## config.mk

```make
export PLATFORM = sky130hd
export DESIGN_NAME = nstg_top
export DESIGN_NICKNAME = d
export VERILOG_FILES = /design/src/core/nstg_pkg.sv /design/src/core/nstg_top.sv /design/src/core/nstg_cnt.sv
export VERILOG_INCLUDE_DIRS = /design/src /design/src/core
export SDC_FILE = /design/constraint.sdc
export NUM_CORES = 1
export LEC_CHECK = 0
export BUFFER_PORTS_ARGS = -buffer_cell sky130_fd_sc_hd__buf_2
export CAP_MARGIN = 40
export CORE_MARGIN = 5
export CORE_UTILIZATION = 60
export DETAILED_ROUTE_END_ITERATION = 7
export MAX_ROUTING_LAYER = met4
export PLACE_DENSITY = 0.83
export SYNTH_ARGS = -nofsm -noshare
export SYNTH_HDL_FRONTEND = slang
export SYNTH_SLANG_ARGS = --single-unit
```

## constraint.sdc

```tcl
create_clock -name ref_clk_i -period 5.4 [get_ports ref_clk_i]
set_input_delay 0.81 -clock ref_clk_i [delete_from_list [all_inputs] [get_ports ref_clk_i]]
set_output_delay 0.81 -clock ref_clk_i [all_outputs]
set_load 0.05 [all_outputs]
```

## src/core/nstg_map.svh

```systemverilog
// offsets, field positions, reset values and timing constants of the
// nand strobe timing generator; assumes an 8-bit wishbone byte address
`ifndef NSTG_MAP_SVH
`define NSTG_MAP_SVH

// register byte offsets
`define NSTG_OFS_TIMING 8'h00
`define NSTG_OFS_CMD 8'h04
`define NSTG_OFS_STATUS 8'h08

// timing register fields, each a count of bus clock periods, of period pairs for RB and WB
`define NSTG_F_RSU 3:0
`define NSTG_F_RH 7:4
`define NSTG_F_RW 11:8
`define NSTG_F_RB 15:12
`define NSTG_F_WSU 19:16
`define NSTG_F_WH 23:20
`define NSTG_F_WW 27:24
`define NSTG_F_WB 31:28
`define NSTG_TIMING_RST 32'hffff_ffff

// command register fields
`define NSTG_F_DATA 7:0
`define NSTG_B_WR 8
`define NSTG_B_CLE 9
`define NSTG_B_ALE 10
`define NSTG_CMD_W 11
`define NSTG_CMD_RST 11'h000

// status register fields
`define NSTG_F_RDATA 7:0
`define NSTG_B_BUSY 8
`define NSTG_B_RB 9

// bus clock rate, one count of a timing field is one period, two for the RB and WB guard fields
`define NSTG_CLK_PERIOD_NS 25
`define NSTG_CNT_W 5

`endif

```

## src/core/nstg_pkg.sv

```systemverilog
// types shared by the nand strobe timing generator files
// assumes nstg_map.svh is on the include path
package nstg_pkg;

  // access phases
  typedef enum logic [3:0] {
    S_IDLE, S_RSU, S_RSTB, S_RHLD, S_RGRD,
    S_WSU, S_WSTB, S_WHLD, S_WGRD
  } nstg_state_t;

  // flash bus outputs, travelling together
  typedef struct packed {
    logic ce_n;
    logic cle;
    logic ale;
    logic re_n;
    logic we_n;
    logic dq_oe;
    logic [7:0] dq;
  } nstg_pins_t;

endpackage

```

## src/core/nstg_top.sv

```systemverilog
// nand strobe timing generator: shapes read and write cycles toward a
// nand flash from counts in a timing register reached over wishbone
// assumes pins and r/b are synchronous to ref_clk_i (40 mhz)
//
// Local design decisions: the placing of the registers and register access over Wishbone.
`timescale 1ns/1ps
`include "nstg_map.svh"

module nstg_top
  import nstg_pkg::*;
(
  // clock and reset
  input wire logic ref_clk_i,
  input wire logic srst_i,
  // wishbone classic slave
  input wire logic wb_cyc_i,
  input wire logic wb_stb_i,
  input wire logic wb_we_i,
  input wire logic [7:0] wb_adr_i,
  input wire logic [3:0] wb_sel_i,
  input wire logic [31:0] wb_dat_i,
  output logic [31:0] wb_dat_o,
  output logic wb_ack_o,
  // nand flash bus
  input wire logic [7:0] dq_i,
  input wire logic rb_i,
  output nstg_pins_t pins_o
);

  // ****************************************************
  // registers
  // ****************************************************
  logic [31:0] timing_ff;
  logic [31:0] tim_act_ff;
  logic [`NSTG_CMD_W-1:0] cmd_ff;
  logic [7:0] rdata_ff;
  logic pend_ff;
  logic ack_ff;
  logic [31:0] rdat_ff;
  nstg_state_t state_ff;
  nstg_state_t nxt_state;
  nstg_pins_t pins_ff;
  logic ld;
  logic [`NSTG_CNT_W-1:0] ldv;
  logic last;
  logic wb_req;
  logic busy;

  assign wb_req = wb_cyc_i & wb_stb_i & ~ack_ff;
  assign busy = pend_ff | (state_ff != S_IDLE);

  // field widened to a phase length
  function automatic logic [`NSTG_CNT_W-1:0] one(input logic [3:0] f);
    one = {1'b0, f};
  endfunction

  // field doubled, for the ready guard
  function automatic logic [`NSTG_CNT_W-1:0] two(input logic [3:0] f);
    two = {f, 1'b0};
  endfunction

  // one write takes effect per request; ack drops the cycle after
  always_ff @(posedge ref_clk_i) begin
    if (srst_i) begin
      ack_ff <= 1'b0;
    end else begin
      ack_ff <= wb_req;
    end
  end

  // timing register, byte lanes honoured
  always_ff @(posedge ref_clk_i) begin
    if (srst_i) begin
      timing_ff <= `NSTG_TIMING_RST;
    end else if (wb_req && wb_we_i && wb_adr_i == `NSTG_OFS_TIMING) begin
      for (int i = 0; i < 4; i++) begin
        if (wb_sel_i[i]) begin
          timing_ff[i*8 +: 8] <= wb_dat_i[i*8 +: 8];
        end
      end
    end
  end

  // command write launches an access; refused while one is running,
  // since there is no queue and a half-run access must not be altered
  always_ff @(posedge ref_clk_i) begin
    if (srst_i) begin
      cmd_ff <= `NSTG_CMD_RST;
    end else if (wb_req && wb_we_i && wb_adr_i == `NSTG_OFS_CMD &&
                 !busy && wb_sel_i[0] && wb_sel_i[1]) begin
      cmd_ff <= wb_dat_i[`NSTG_CMD_W-1:0];
    end
  end

  // pending until the sequencer takes the command
  always_ff @(posedge ref_clk_i) begin
    if (srst_i) begin
      pend_ff <= 1'b0;
    end else if (wb_req && wb_we_i && wb_adr_i == `NSTG_OFS_CMD &&
                 !busy && wb_sel_i[0] && wb_sel_i[1]) begin
      pend_ff <= 1'b1;
    end else if (state_ff == S_IDLE && nxt_state != S_IDLE) begin
      pend_ff <= 1'b0;
    end
  end

  // read data; unmapped offsets read as zero
  always_ff @(posedge ref_clk_i) begin
    if (srst_i) begin
      rdat_ff <= '0;
    end else if (wb_req) begin
      rdat_ff <= '0;
      unique case (wb_adr_i)
        `NSTG_OFS_TIMING: rdat_ff <= timing_ff;
        `NSTG_OFS_CMD: rdat_ff[`NSTG_CMD_W-1:0] <= cmd_ff;
        `NSTG_OFS_STATUS: begin
          rdat_ff[`NSTG_F_RDATA] <= rdata_ff;
          rdat_ff[`NSTG_B_BUSY] <= busy;
          rdat_ff[`NSTG_B_RB] <= rb_i;
        end
        default: rdat_ff <= '0;
      endcase
    end
  end

  assign wb_ack_o = ack_ff;
  assign wb_dat_o = rdat_ff;

  // ****************************************************
  // access sequencer
  // ****************************************************

  // counts are frozen at the start of an access, so a timing write
  // in mid-access only applies from the next access onward
  always_ff @(posedge ref_clk_i) begin
    if (srst_i) begin
      tim_act_ff <= `NSTG_TIMING_RST;
    end else if (state_ff == S_IDLE && nxt_state != S_IDLE) begin
      tim_act_ff <= timing_ff;
    end
  end

  // next phase and its length; r/b is looked at only in idle, so the
  // guard phases hide a busy pulse from the flash only if it ends before they do
  always_comb begin
    nxt_state = state_ff;
    ld = 1'b0;
    ldv = '0;
    unique case (state_ff)
      S_IDLE: begin
        if (pend_ff && rb_i) begin
          ld = 1'b1;
          if (cmd_ff[`NSTG_B_WR]) begin
            nxt_state = S_WSU;
            ldv = one(timing_ff[`NSTG_F_WSU]);
          end else begin
            nxt_state = S_RSU;
            ldv = one(timing_ff[`NSTG_F_RSU]);
          end
        end
      end
      S_RSU: begin
        if (last) begin
          nxt_state = S_RSTB;
          ld = 1'b1;
          ldv = one(tim_act_ff[`NSTG_F_RW]);
        end
      end
      S_RSTB: begin
        if (last) begin
          nxt_state = S_RHLD;
          ld = 1'b1;
          ldv = one(tim_act_ff[`NSTG_F_RH]);
        end
      end
      S_RHLD: begin
        if (last) begin
          nxt_state = S_RGRD;
          ld = 1'b1;
          ldv = two(tim_act_ff[`NSTG_F_RB]);
        end
      end
      S_RGRD: begin
        if (last) begin
          nxt_state = S_IDLE;
        end
      end
      S_WSU: begin
        if (last) begin
          nxt_state = S_WSTB;
          ld = 1'b1;
          ldv = one(tim_act_ff[`NSTG_F_WW]);
        end
      end
      S_WSTB: begin
        if (last) begin
          nxt_state = S_WHLD;
          ld = 1'b1;
          ldv = one(tim_act_ff[`NSTG_F_WH]);
        end
      end
      S_WHLD: begin
        if (last) begin
          nxt_state = S_WGRD;
          ld = 1'b1;
          ldv = two(tim_act_ff[`NSTG_F_WB]);
        end
      end
      S_WGRD: begin
        if (last) begin
          nxt_state = S_IDLE;
        end
      end
    endcase
  end

  // phase length counter
  nstg_cnt u_cnt (
    .ref_clk_i(ref_clk_i),
    .srst_i(srst_i),
    .load_i(ld),
    .val_i(ldv),
    .last_o(last)
  );

  always_ff @(posedge ref_clk_i) begin
    if (srst_i) begin
      state_ff <= S_IDLE;
    end else begin
      state_ff <= nxt_state;
    end
  end

  // byte sampled on the last clock of the re low window
  always_ff @(posedge ref_clk_i) begin
    if (srst_i) begin
      rdata_ff <= '0;
    end else if (state_ff == S_RSTB && last) begin
      rdata_ff <= dq_i;
    end
  end

  // ****************************************************
  // pin drive
  // ****************************************************

  // pins follow the phase being entered, so they line up with state_ff
  always_ff @(posedge ref_clk_i) begin
    if (srst_i) begin
      pins_ff <= '{ce_n: 1'b1, cle: 1'b0, ale: 1'b0, re_n: 1'b1,
                   we_n: 1'b1, dq_oe: 1'b0, dq: 8'h00};
    end else begin
      pins_ff <= '{ce_n: 1'b1, cle: 1'b0, ale: 1'b0, re_n: 1'b1,
                   we_n: 1'b1, dq_oe: 1'b0, dq: 8'h00};
      if (nxt_state inside {S_RSU, S_RSTB, S_RHLD}) begin
        pins_ff.ce_n <= 1'b0;
        pins_ff.cle <= cmd_ff[`NSTG_B_CLE];
        pins_ff.ale <= cmd_ff[`NSTG_B_ALE];
        pins_ff.re_n <= (nxt_state != S_RSTB);
      end
      if (nxt_state inside {S_WSU, S_WSTB, S_WHLD}) begin
        pins_ff.ce_n <= 1'b0;
        pins_ff.cle <= cmd_ff[`NSTG_B_CLE];
        pins_ff.ale <= cmd_ff[`NSTG_B_ALE];
        pins_ff.we_n <= (nxt_state != S_WSTB);
        pins_ff.dq_oe <= 1'b1;
        pins_ff.dq <= cmd_ff[`NSTG_F_DATA];
      end
    end
  end

  assign pins_o = pins_ff;

  // ****************************************************
  // checks
  // ****************************************************
  logic [7:0] st_cyc_ff;
  logic [7:0] since_we_ff;

  // cycles spent in the current phase, first cycle is one
  always_ff @(posedge ref_clk_i) begin
    if (srst_i || state_ff != nxt_state) begin
      st_cyc_ff <= 8'h01;
    end else if (st_cyc_ff != 8'hff) begin
      st_cyc_ff <= st_cyc_ff + 8'h01;
    end
  end

  // cycles since the last we rise, saturating
  always_ff @(posedge ref_clk_i) begin
    if (srst_i) begin
      since_we_ff <= 8'hff;
    end else if (state_ff == S_WSTB && nxt_state != S_WSTB) begin
      since_we_ff <= 8'h00;
    end else if (since_we_ff != 8'hff) begin
      since_we_ff <= since_we_ff + 8'h01;
    end
  end

  function automatic logic [7:0] eff(input logic [4:0] v);
    eff = (v == 5'h00) ? 8'h01 : {3'b000, v};
  endfunction
endmodule

```

## src/core/nstg_cnt.sv

```systemverilog
// phase length down counter for the strobe timing generator
// assumes a single clock and synchronous active-high reset
`timescale 1ns/1ps
`include "nstg_map.svh"

module nstg_cnt (
  // clock and reset
  input wire logic ref_clk_i,
  input wire logic srst_i,
  // load with a phase length
  input wire logic load_i,
  input wire logic [`NSTG_CNT_W-1:0] val_i,
  // last cycle of the phase
  output logic last_o
);

  logic [`NSTG_CNT_W-1:0] cnt_ff;

  // a length of zero still takes one cycle, the state needs one edge
  always_ff @(posedge ref_clk_i) begin
    if (srst_i) begin
      cnt_ff <= '0;
    end else if (load_i) begin
      cnt_ff <= val_i;
    end else if (cnt_ff != '0) begin
      cnt_ff <= cnt_ff - `NSTG_CNT_W'(1);
    end
  end

  assign last_o = (cnt_ff <= `NSTG_CNT_W'(1));

endmodule

```

# Word level (Yosys, flattened, before mapping)

Cells that the tools add are included.

Word-level logic and storage cells: 104
Register bits: 140
Output and inout bits: 47
Bits of input ports: 58

Order comparisons: 1
Multiplexer cells: 32
Eq/ne operators: 18
Reduce and logical (&&, ||, !) cells: 27
Add/subtract/negate cells: 1
Bitwise logic cells: 6

Operators by type and width:

| operator                                            | count |
|---|---|
| two-way mux 4 bit                                   | 15 |
| one-hot mux 5 bit (7 select lines)                  | 1 |
| one-hot mux 4 bit (8 select lines)                  | 1 |
| one-hot mux 10 bit (3 select lines)                 | 1 |
| equality test 4 x 3 -> 1 bit, second input constant | 7 |
| two-way mux 21 bit                                  | 1 |
| two-way mux 5 bit                                   | 4 |
| equality test 4 x 2 -> 1 bit, second input constant | 4 |
| logical AND 1 bit                                   | 9 |
| two-way mux 9 bit                                   | 1 |
| equality test 4 x 1 -> 1 bit, second input constant | 2 |
| equality test 8 x 3 -> 1 bit, second input constant | 1 |
| equality test 8 x 4 -> 1 bit, second input constant | 1 |
| zero test 8 bit                                     | 1 |
| AND reduction 2 bit                                 | 4 |
| nonzero test 4 bit                                  | 2 |
| two-way mux 3 bit                                   | 2 |
| nonzero test 3 bit                                  | 2 |
| OR reduction 2 bit                                  | 3 |
| OR reduction 6 bit                                  | 1 |
| <= comparator 5 x 1 -> 1 bit, second input constant | 1 |
| nonzero test 5 bit                                  | 1 |
| subtractor 5 x 1 -> 5 bit, second input constant    | 1 |
| equality test 4 bit, second input constant          | 1 |
| 10 further kinds                                    | 18 |

# Longest topological paths before layout

Gate-level depths: netlist of the first run.

Depth in word-level cells: 8
Gate-level depth with buffers: 9
Gate-level depth less buffers: 7

# Modules after synthesis

Synthesis of the first run repeated with hierarchy kept, for this count alone.

Cell total of the unflattened synthesis: 609
Area, all modules: 5671.7 µm²

By module, submodules not included:

| module   | area an instance (µm²) | cells an instance | instances | seq. area each (µm²) |
|---|---|---|---|---|
| nstg_top | 5355.1                 | 573               | 1         | 2542.4 |
| nstg_cnt | 316.6                  | 36                | 1         | 100.1 |

# Least setup slack after synthesis of the first run

OpenSTA, ideal clock, no wires.

Kind: input to register
From: in wb_adr_i[1]
To: reg timing_ff[21]
Arrival: 2257 ps
Stages: 6
Data required time: 5279 ps
Path slack: 3022 ps
Buffers on the path: 1
Setup time: 121 ps
Cells stage by stage: or4_4 > nor4_4 > nand4b_2 > buf_6 > nor3_1 > a21oi_1

Longest elaborated chain between the ends: 3

RTL lines:

| what                          | RTL line       | text |
|---|---|---|
| start, declared               | nstg_top.sv:19 | `input wire logic [7:0] wb_adr_i,` |
| zero test 8 bit               | --             |  |
| logical AND 1 bit (no line)   | --             |  |
| AND reduction 2 bit (no line) | --             |  |
| end signal, assigned          | nstg_top.sv:74 | `` timing_ff <= `NSTG_TIMING_RST; `` |
| end signal, assigned by index | nstg_top.sv:78 | `timing_ff[i*8 +: 8] <= wb_dat_i[i*8 +: 8];` |
| end, declared                 | nstg_top.sv:33 | `logic [31:0] timing_ff;` |

Every way passes these cells.
A chain may end at the register's enable or synchronous reset.

# Final worst setup path of the first run

From: in srst_i
To: reg pins_ff, in the netlist pins_o[10]

Longest elaborated chain between the ends: 1

RTL lines:

| what                         | RTL line        | text |
|---|---|---|
| start, declared              | nstg_top.sv:14  | `input wire logic srst_i,` |
| OR reduction 2 bit (no line) | --              |  |
| end signal, assigned         | nstg_top.sv:250 | `pins_ff <= '{ce_n: 1'b1, cle: 1'b0, ale: 1'b0, re_n: 1'b1,` |
| end signal, assigned         | nstg_top.sv:253 | `pins_ff <= '{ce_n: 1'b1, cle: 1'b0, ale: 1'b0, re_n: 1'b1,` |
| end, declared                | nstg_top.sv:42  | `nstg_pins_t pins_ff;` |

Every way passes these cells.

==> results of run 1 <==
[stage by stage]
stage	std cells	util, %	power (mW)	hold slack (ns)	instance area [sq um]
after CTS	847	72.7	2.94	0.481	6750
after detailed placement	815	66.0	1.73	0.457	6130
after global placement	814	65.7	1.70	0.461	6100
final	850	72.9	2.97	0.482	6770
after global routing	850	72.9	3.09	0.500	6770
after floorplan	635	-	1.61	0.421	5730
[cell families (layout without fill, tap and decap cells)]
| group | Yosys count | after routing |
|---|---|---|
| AO/OA/AOI/OAI | 148 | 148 |
| XOR/XNOR | 4 | 4 |
| adder cells (fa/ha/maj) | 3 | 3 |
| buffers and inverters | 63 | 148 |
| flip-flops | 132 | 132 |
| multiplexers | 42 | 42 |
| other | 0 | 1 |
| AND/OR/NAND/NOR | 243 | 243 |
[final timing paths]
path / slack (ns) / to / cells after the start
worst min-delay path: 0.48 / pins_o[11] / 2
worst max register to register: 2.82 / cmd_ff[9] / 6
worst min register to register: 0.48 / pins_o[11] / 2
worst max-delay path: 2.81 / pins_o[10] / 5
[synthesized netlist by cell type (2+ instances only)]
| cell type | instances | area [sq um] |
|---|---|---|
| sky130_fd_sc_hd__dfxtp_1 | 132 | 2640 |
| sky130_fd_sc_hd__nor2_1 | 98 | 368 |
| sky130_fd_sc_hd__nand3_1 | 52 | 260 |
| sky130_fd_sc_hd__o21ai_0 | 46 | 230 |
| sky130_fd_sc_hd__a21oi_1 | 39 | 195 |
| sky130_fd_sc_hd__a22oi_1 | 36 | 270 |
| sky130_fd_sc_hd__mux2i_1 | 35 | 350 |
| sky130_fd_sc_hd__nor3_1 | 35 | 175 |
| sky130_fd_sc_hd__clkbuf_1 | 28 | 105 |
| sky130_fd_sc_hd__nand2_1 | 17 | 63.8 |
| sky130_fd_sc_hd__buf_2 | 12 | 60.1 |
| sky130_fd_sc_hd__nor3b_1 | 9 | 67.6 |
| sky130_fd_sc_hd__buf_6 | 8 | 90.1 |
| sky130_fd_sc_hd__inv_1 | 6 | 22.5 |
| sky130_fd_sc_hd__a211oi_1 | 4 | 30.0 |
| sky130_fd_sc_hd__mux2_2 | 4 | 45.0 |
| sky130_fd_sc_hd__nand4b_2 | 4 | 60.1 |
| sky130_fd_sc_hd__a221oi_1 | 3 | 26.3 |
| sky130_fd_sc_hd__a31oi_1 | 3 | 18.8 |
| sky130_fd_sc_hd__a32oi_1 | 3 | 26.3 |
| sky130_fd_sc_hd__clkbuf_8 | 3 | 41.3 |
| sky130_fd_sc_hd__ha_1 | 3 | 37.5 |
| sky130_fd_sc_hd__mux4_2 | 3 | 67.6 |
| sky130_fd_sc_hd__nor3_2 | 3 | 30.0 |
| sky130_fd_sc_hd__o32a_2 | 3 | 33.8 |
| sky130_fd_sc_hd__or2_2 | 3 | 18.8 |
| sky130_fd_sc_hd__xnor2_1 | 3 | 26.3 |
| sky130_fd_sc_hd__and3_1 | 2 | 12.5 |
| sky130_fd_sc_hd__buf_4 | 2 | 15.0 |
| sky130_fd_sc_hd__clkbuf_2 | 2 | 10.0 |
| sky130_fd_sc_hd__nand3b_1 | 2 | 15.0 |
| sky130_fd_sc_hd__nor2b_1 | 2 | 12.5 |
| sky130_fd_sc_hd__or3_1 | 2 | 12.5 |
[power by group]
group          switching (mW)  internal (mW)  total [mW]
registers              0.0426           1.04        1.08
clock network           0.445          0.757        1.20
logic                   0.407          0.280       0.687
total                   0.895           2.07        2.97
[critical path, cell delays in order]
cell                      delay, ns
sky130_fd_sc_hd__buf_4         0.24
sky130_fd_sc_hd__inv_1         0.63
sky130_fd_sc_hd__o211a_1       0.27
sky130_fd_sc_hd__nand3_1       0.41
sky130_fd_sc_hd__or3b_2        0.59
[metal layers]
| layer | vias to the layer above | wire, um | track usage, % |
|---|---|---|---|
| li1 | 2416 | - | - |
| met2 | 285 | 7540 | 44.8 |
| met5 | - | 0 | - |
| met3 | 43 | 1360 | 7.14 |
| met1 | 2459 | 6400 | 35.6 |
| met4 | 0 | 450 | 11.1 |
[placed cells by master (no fill, tap or decap), types with 4 or more instances in the layout]
| cell | count |
|---|---|
| sky130_fd_sc_hd__dfxtp_1 | 132 |
| sky130_fd_sc_hd__a21oi_1 | 39 |
| sky130_fd_sc_hd__mux2i_1 | 35 |
| sky130_fd_sc_hd__buf_2 | 103 |
| sky130_fd_sc_hd__nor2_1 | 98 |
| sky130_fd_sc_hd__mux2_2 | 4 |
| sky130_fd_sc_hd__nand2_1 | 17 |
| sky130_fd_sc_hd__a22oi_1 | 36 |
| sky130_fd_sc_hd__clkbuf_16 | 16 |
| sky130_fd_sc_hd__o21ai_0 | 46 |
| sky130_fd_sc_hd__bufinv_16 | 4 |
| sky130_fd_sc_hd__a211oi_1 | 4 |
| sky130_fd_sc_hd__nand3_1 | 52 |
| sky130_fd_sc_hd__nor3_1 | 35 |
| sky130_fd_sc_hd__inv_1 | 6 |
| sky130_fd_sc_hd__nand4b_2 | 4 |
| sky130_fd_sc_hd__buf_4 | 5 |
| sky130_fd_sc_hd__nor3b_1 | 9 |
[registers in the layout (all words and copies together) (netlist names)]
| register | flops |
|---|---|
| pend_ff | 1 |
| u_cnt.cnt_ff | 5 |
| timing_ff | 32 |
| pins_o | 14 |
| tim_act_ff | 24 |
| cmd_ff | 11 |
| wb_dat_o | 32 |
| state_ff | 4 |
| wb_ack_o | 1 |
| rdata_ff | 8 |
[area by class of cell]
type	instances	area (sq um)	share of cell area (%)
Inverter	6	22.5	0.333
Timing Repair Buffer	110	596	8.80
Clock inverter	14	203	2.99
Antenna cell	1	2.50	0.0370
Sequential cell	132	2640	39.0
Tap cell	129	161	2.38
Clock buffer	18	418	6.17
Multi-Input combinational cell	440	2730	40.3
==> out/qor.txt, run 1 <==
STATUS
--------------------------------------------------------------------------------------------
Run status                                                                      finished with violations
Violations in the final reports                                                 design-rule violations

CTS
--------------------------------------------------------------------------------------------
Worst skew pair latency                                                              0.51 ns
Number of clock sinks seen by CTS                                                        132
Buffer levels on the longest clock path                                                    2
Hold-fix buffer count after cts                                                            0
H-tree depth reported by CTS                                                               4
Setup Buffers After CTS                                                                    0
Number of buffers created by CTS                                                          17
Clock slew at reported path FFs                                                      0.06 ns
Clock tree from TritonCTS                                                              built
Post-cts repair resize count                                                               0
Clk root buf                                                                    sky130_fd_sc_hd__clkbuf_8

TIMING
--------------------------------------------------------------------------------------------
Final worst clock skew                                                            0.00691 ns
Number of endpoints failing setup at the final stage                                       0
Time the worst path needs with I/O delays and setup                                  2.59 ns
Max Fclk                                                                           0.387 GHz
Number of pins exceeding their max-slew limit in the final report                          0
Relative slew slack                                                                    39.9%
RSZ-0062 raised after global routing                                                   false
Setup TNS                                                                               0 ns
Final-report hold violation count                                                          0
Final critical-path share of the clock period                                          47.9%
Transition time at the pin with the least slew margin                               0.901 ns
Final Worst Setup Slack                                                              2.81 ns

SYNTH
--------------------------------------------------------------------------------------------
Synth cell types                                                                          61
Sequential-to-total area share from yosys stat                                         46.1%
Net count of the mapped netlist                                                          696
Per-instance average area after synthesis                                         9.03 sq um
Mapped Cells                                                                             635
Share of synthesized flip-flops with an asynchronous set or reset                         0%
Post-synthesis register bit count                                                        132
Largest family of logic cells by synthesized area                               simple AND/OR/NAND/NOR gates
EDFF count, synth                                                                          0
Count of synthesis-stage warnings from yosys                                               0
Summed instance area of the synthesized netlist                                   5730 sq um
Synth Flop Type                                                                 sky130_fd_sc_hd__dfxtp_1
Synth Area in Compound Gates                                                           16.8%
Synthesized-area fraction occupied by adder cells                                     0.655%
Xor and xnor fraction of the mapped netlist area                                      0.611%
Multiplexer area fraction after synthesis                                              8.08%
Basic-gate share of the synthesized area counting and, or, nand and nor cells          21.4%

WORST SETUP PATH
--------------------------------------------------------------------------------------------
Beginning of the critical path                                                        srst_i
Arrival time of the worst setup path                                                 2.97 ns
Crit Path Class                                                                 primary input to register
Maximum fanout along the worst path                                                       45
Critical path startpoint category                                               primary input
Sort of element at the end of the critical path                                     register
Reg-to-Reg Start                                                                 state_ff[2]
Required arrival time at the worst endpoint                                          5.78 ns

ROUTING
--------------------------------------------------------------------------------------------
First-pass DRT Iterations                                                                  8
Remaining number of nets flagged by the antenna check after routing                        0
Routed wire length                                                                 15,700 um
Via count                                                                              5,203
Total DRC errors in the routed layout                                                      1
Wire length per cell after detailed routing                                          18.5 um
Violation count after the first detailed-routing iteration                               648
Drt via density                                                                         6.12

FINAL LAYOUT
--------------------------------------------------------------------------------------------
Fin nets                                                                                 768
Area growth from synthesis to final layout                                             18.1%
Ratio of cells with drive above 1 in the final layout                                  24.4%
Fill cell total of the finished layout                                                   674

PLACEMENT
--------------------------------------------------------------------------------------------
Pre-CTS worst setup slack                                                            2.39 ns
Placer congestion estimate                                                             0.894
HPWL after detailed placement                                                      10,100 um
Number of buffer cells added on primary ports                                            104

POWER AND IR DROP
--------------------------------------------------------------------------------------------
Cell Pwr Density                                                                 438 nW/um^2
LEAKAGE                                                                              2.83 nW
Worst VDD drop                                                                        260 uV

WORST HOLD PATH
--------------------------------------------------------------------------------------------
Launch point of the worst hold path                                               cmd_ff[10]
Class of the tightest hold or removal check                                     register to register

GLOBAL ROUTE
--------------------------------------------------------------------------------------------
Global-route wire length before repair                                             25,700 um
Maximum number of pins on one net before global-route repair                              84
Congestion Overflow GR                                                                     0
Number of antenna violations at the first check in global routing                          1
Total global routing track utilization                                                 28.6%
Vias in the first global route                                                         5,110

FLOORPLANNING
--------------------------------------------------------------------------------------------
Die Area                                                                        11,600 sq um
Initial cell density of the core                                                       61.7%
Top-level port count                                                                     105
Placeable core region                                                             9280 sq um
# rows                                                                                    35
Height of the chip                                                                    108 um
Die Wd                                                                                108 um

JOB
--------------------------------------------------------------------------------------------
Number of max-cap violations                                                               0

Note: power is estimated with default switching activity, not from simulation.
==> run 2, diff against run 1 <==
--- a/config.mk
+++ b/config.mk
@@ -6,13 +6,14 @@
 export SDC_FILE = /design/constraint.sdc
 export NUM_CORES = 1
 export LEC_CHECK = 0
+export ABC_AREA = 1
 export BUFFER_PORTS_ARGS = -buffer_cell sky130_fd_sc_hd__buf_2
 export CAP_MARGIN = 40
 export CORE_MARGIN = 5
-export CORE_UTILIZATION = 60
+export CORE_UTILIZATION = 55
 export DETAILED_ROUTE_END_ITERATION = 7
 export MAX_ROUTING_LAYER = met4
-export PLACE_DENSITY = 0.83
+export PLACE_DENSITY = 0.77
 export SYNTH_ARGS = -nofsm -noshare
 export SYNTH_HDL_FRONTEND = slang
 export SYNTH_SLANG_ARGS = --single-unit
==> constraint.sdc (replaced) <==
create_clock -name ref_clk_i -period 2.7 [get_ports ref_clk_i]
set_input_delay 0.405 -clock ref_clk_i [delete_from_list [all_inputs] [get_ports ref_clk_i]]
set_output_delay 0.405 -clock ref_clk_i [all_outputs]
set_load 0.05 [all_outputs]
==> run 2 against run 1 <==
The run now ends clean. Non-clock buffer count grew 5. Core utilization fell by 4.0 points. Worst hold slack lost 0.40 ns. Synthesized cell count rose by 17%. Final cell count is 16% higher. Clock-buffer cell count rose by 4. Sequential share of layout area is essentially flat. Critical path depth is 1 higher. Die area is 4.9% higher. First-iteration DRC count shrank 36%. Sequential power up 92%. Critical path type is now register to register. Critical endpoint is now cmd_ff[1].
==> out/qor.txt, run 2 <==
SYNTH
-------------------------------------------------------------------------------------
Largest cells by area after synthesis                                    sky130_fd_sc_hd__dfxtp_1 48%, sky130_fd_sc_hd__nand2_1 15%, sky130_fd_sc_hd__nand3_1 9.0%
Summed instance area of the synthesized netlist                            5540 sq um   -3.4%
Synth cell count leaders                                                 224 x sky130_fd_sc_hd__nand2_1, 132 x sky130_fd_sc_hd__dfxtp_1, 100 x sky130_fd_sc_hd__nand3_1, 52 x sky130_fd_sc_hd__o21ai_0, 45 x sky130_fd_sc_hd__a21oi_1
Per-instance average area after synthesis                                  7.43 sq um   -18%
EDFF count, synth                                                                   0   unchanged
Mapped Cells                                                                      745   +17%
Net count of the mapped netlist                                                   806   +16%
Area share of the largest cell type after synthesis                             47.7%   +1.6 points
Most frequent cell after synthesis                                       sky130_fd_sc_hd__nand2_1
Share of synthesized flip-flops with an asynchronous set or reset                  0%   unchanged
Synth cell types                                                                   33   -46%
Count of synthesis-stage warnings from yosys                                        0   unchanged
Biggest area consumer among synthesized cells                            sky130_fd_sc_hd__dfxtp_1
Sequential-to-total area share from yosys stat                                  47.7%   +1.6 points
Post-synthesis register bit count                                                 132   unchanged
Synth Flop Type                                                          sky130_fd_sc_hd__dfxtp_1

CTS
-------------------------------------------------------------------------------------
Setup Buffers After CTS                                                             0   unchanged
Number of clock sinks seen by CTS                                                 132   unchanged
Hold-fix buffer count after cts                                                     0   unchanged
Worst skew pair latency                                                       0.52 ns   about the same
Number of buffers created by CTS                                                   17   unchanged
Clock slew at reported path FFs                                               0.06 ns   about the same
Clk root buf                                                             sky130_fd_sc_hd__clkbuf_8
Post-cts repair resize count                                                        0   unchanged
H-tree depth reported by CTS                                                        4   unchanged
Clock tree from TritonCTS                                                       built
Buffer levels on the longest clock path                                             2   unchanged

PLACEMENT
-------------------------------------------------------------------------------------
Number of buffer cells added on primary ports                                     104   unchanged
Placer congestion estimate                                                      0.980   +9.6%
HPWL after detailed placement                                               10,500 um   +3.9%
Pre-CTS worst setup slack                                                    0.690 ns   -1.70 ns

WORST SETUP PATH
-------------------------------------------------------------------------------------
Required arrival time at the worst endpoint                                   3.09 ns   -2.69 ns
Critical path startpoint category                                            register
Crit Path Class                                                          register to register
Sort of element at the end of the critical path                              register
Maximum fanout along the worst path                                                12   -73%
Arrival time of the worst setup path                                          2.42 ns   -0.55 ns

ROUTING
-------------------------------------------------------------------------------------
Drt via density                                                                  5.35   -13%
Via count                                                                       5,296   +1.8%
Routed wire length                                                          14,900 um   -5.1%
First-pass DRT Iterations                                                           5   -3
Wire length per cell after detailed routing                                   15.1 um   -19%
Total DRC errors in the routed layout                                               0   -1
Remaining number of nets flagged by the antenna check after routing                 0   unchanged
Violation count after the first detailed-routing iteration                        414   -36%

FLOORPLANNING
-------------------------------------------------------------------------------------
# rows                                                                             36   +2.9%
Height of the chip                                                             110 um   +2.4%
Initial cell density of the core                                                56.4%   -5.3 points
Placeable core region                                                      9820 sq um   +5.8%
Die Wd                                                                         110 um   +2.4%
Die Area                                                                 12,200 sq um   +4.9%
Top-level port count                                                              105   unchanged

WORST HOLD PATH
-------------------------------------------------------------------------------------
Class of the tightest hold or removal check                              primary input to register

GLOBAL ROUTE
-------------------------------------------------------------------------------------
Number of antenna violations at the first check in global routing                   0   -1
Vias in the first global route                                                  5,248   +2.7%
Maximum number of pins on one net before global-route repair                       90   +7.1%
Global-route wire length before repair                                      24,600 um   -4.3%
Congestion Overflow GR                                                              0   unchanged
Total global routing track utilization                                          26.6%   -2.0 points

TIMING
-------------------------------------------------------------------------------------
Smallest hold slack                                                         0.0796 ns   -0.402 ns
Relative slew slack                                                             63.1%   +23 points
Final worst clock skew                                                     0.00839 ns   +0.00148 ns
Final critical-path share of the clock period                                   75.0%
Transition time at the pin with the least slew margin                        0.552 ns   -0.349 ns
Final-report hold violation count                                                   0   unchanged
Max Fclk                                                                    0.494 GHz
Final Worst Setup Slack                                                      0.675 ns   -2.14 ns
Setup TNS                                                                        0 ns   unchanged
RSZ-0062 raised after global routing                                            false
Number of pins exceeding their max-slew limit in the final report                   0   unchanged
Number of endpoints failing setup at the final stage                                0   unchanged
Time the worst path needs with I/O delays and setup                           2.02 ns

POWER AND IR DROP
-------------------------------------------------------------------------------------
Worst VDD drop                                                                 476 uV   +83%
Combinational share of power                                                    19.4%   -3.7 points
P_sw                                                                          1.67 mW   +86%
Design internal power                                                         3.84 mW   +85%
LEAKAGE                                                                       3.14 nW   +11%
Cell Pwr Density                                                          813 nW/um^2   +86%
Proportion of power drawn by flip-flops and latches                             37.6%   +1.2 points
Sw Ratio                                                                        30.2%   +0.10 points
Clock power frac                                                                43.0%   +2.5 points

FINAL LAYOUT
-------------------------------------------------------------------------------------
Most frequent standard cell in the layout excluding fill and tap cells   sky130_fd_sc_hd__nand2_1
Ratio of cells with drive above 1 in the final layout                           23.1%   -1.3 points
Area growth from synthesis to final layout                                      22.3%
Number of inserted diodes                                                           0   -1
Most frequent cells in the layout                                        224 x sky130_fd_sc_hd__nand2_1, 132 x sky130_fd_sc_hd__dfxtp_1, 104 x sky130_fd_sc_hd__buf_2
Fin nets                                                                          905   +18%

STATUS
-------------------------------------------------------------------------------------
Run status                                                               finished, final reports clean

JOB
-------------------------------------------------------------------------------------
Number of max-cap violations                                                        0   unchanged

run 2: changes by cell type after synthesis, moves of 9 or more:
| cell | delta |
|---|---|
| sky130_fd_sc_hd__a22oi_1 | -36 |
| sky130_fd_sc_hd__nor3b_1 | -9 |
| sky130_fd_sc_hd__nand3_1 | +48 |
| sky130_fd_sc_hd__nor2_1 | -64 |
| sky130_fd_sc_hd__mux2i_1 | -35 |
| sky130_fd_sc_hd__inv_2 | +14 |
| sky130_fd_sc_hd__nor3_1 | -34 |
| sky130_fd_sc_hd__nand2_2 | +10 |
| sky130_fd_sc_hd__nand2_1 | +207 |
| sky130_fd_sc_hd__inv_1 | +33 |
run 2: layout make-up:
| cell class | instances | area [sq um] |
|---|---|---|
| multi-input combinational | 521 | 2520 |
| timing repair buffer | 115 | 616 |
| clock buffer | 22 | 473 |
| inverter | 57 | 214 |
| clock inverter | 10 | 145 |
| sequential | 132 | 2640 |
| tap | 133 | 166 |
| fill | 816 | 3050 |
run 2: power groups by stage:
stage | Clock (mW) | Combinational, mW | Sequential, mW
after floorplan | 0 | 0.701 | 2.23
after global placement | 0 | 1.03 | 2.11
after detailed placement | 0 | 1.06 | 2.11
after CTS | 2.39 | 1.07 | 2.07
after global routing | 2.49 | 1.19 | 2.08
final | 2.37 | 1.07 | 2.07
run 2: kinds of logic (layout without fill, tap and decap cells):
group / after synthesis / count (layout) / synth area share [%]
compound gates: 110 / 110 / 10.4
xor+xnor: 2 / 2 / 0.316
fa+ha+maj: 3 / 3 / 0.678
buf+inv: 92 / 204 / 6.85
flops: 132 / 132 / 47.7
simple gates: 406 / 406 / 34.0
run 2: critical path: stages, from the launching register on:
cell and delay (ns):
sky130_fd_sc_hd__dfxtp_1 0.41, sky130_fd_sc_hd__nor2_2 0.25, sky130_fd_sc_hd__inv_2 0.10, sky130_fd_sc_hd__nor3_2 0.27, sky130_fd_sc_hd__nand3_1 0.41, sky130_fd_sc_hd__o21ai_0 0.39
sky130_fd_sc_hd__a21oi_1 0.06
run 2: final timing paths:
path | startpoint | endpoint | slack (ns) | depth (start not counted)
worst min register to register | wb_dat_o[8] | wb_dat_o[8] | 0.46 | 2
worst min-delay path | wb_dat_i[27] | timing_ff[27] | 0.08 | 3
worst max-delay path | state_ff[1] | cmd_ff[1] | 0.68 | 6
worst max register to register | state_ff[1] | cmd_ff[1] | 0.68 | 6
run 2: metrics by stage:
stage / cell area (sq um) / util, % / instances / total power [mW]
finish: 6770 / 69.0 / 990 / 5.51
global route: 6770 / 69.0 / 990 / 5.76
CTS: 6770 / 69.0 / 990 / 5.53
detailed placement: 6150 / 62.7 / 958 / 3.17
global placement: 6150 / 62.7 / 958 / 3.14
floorplan: 5540 / - / 745 / 2.93
run 2: metal layers:
| layer | up-vias | GRT usage (%) | wire [um] |
|---|---|---|---|
| met1 | 2431 | 32.4 | 6520 |
| met3 | 35 | 5.77 | 871 |
| met5 | - | - | 0 |
| met2 | 191 | 43.5 | 7230 |
| met4 | 0 | 9.67 | 318 |
| li1 | 2639 | - | - |
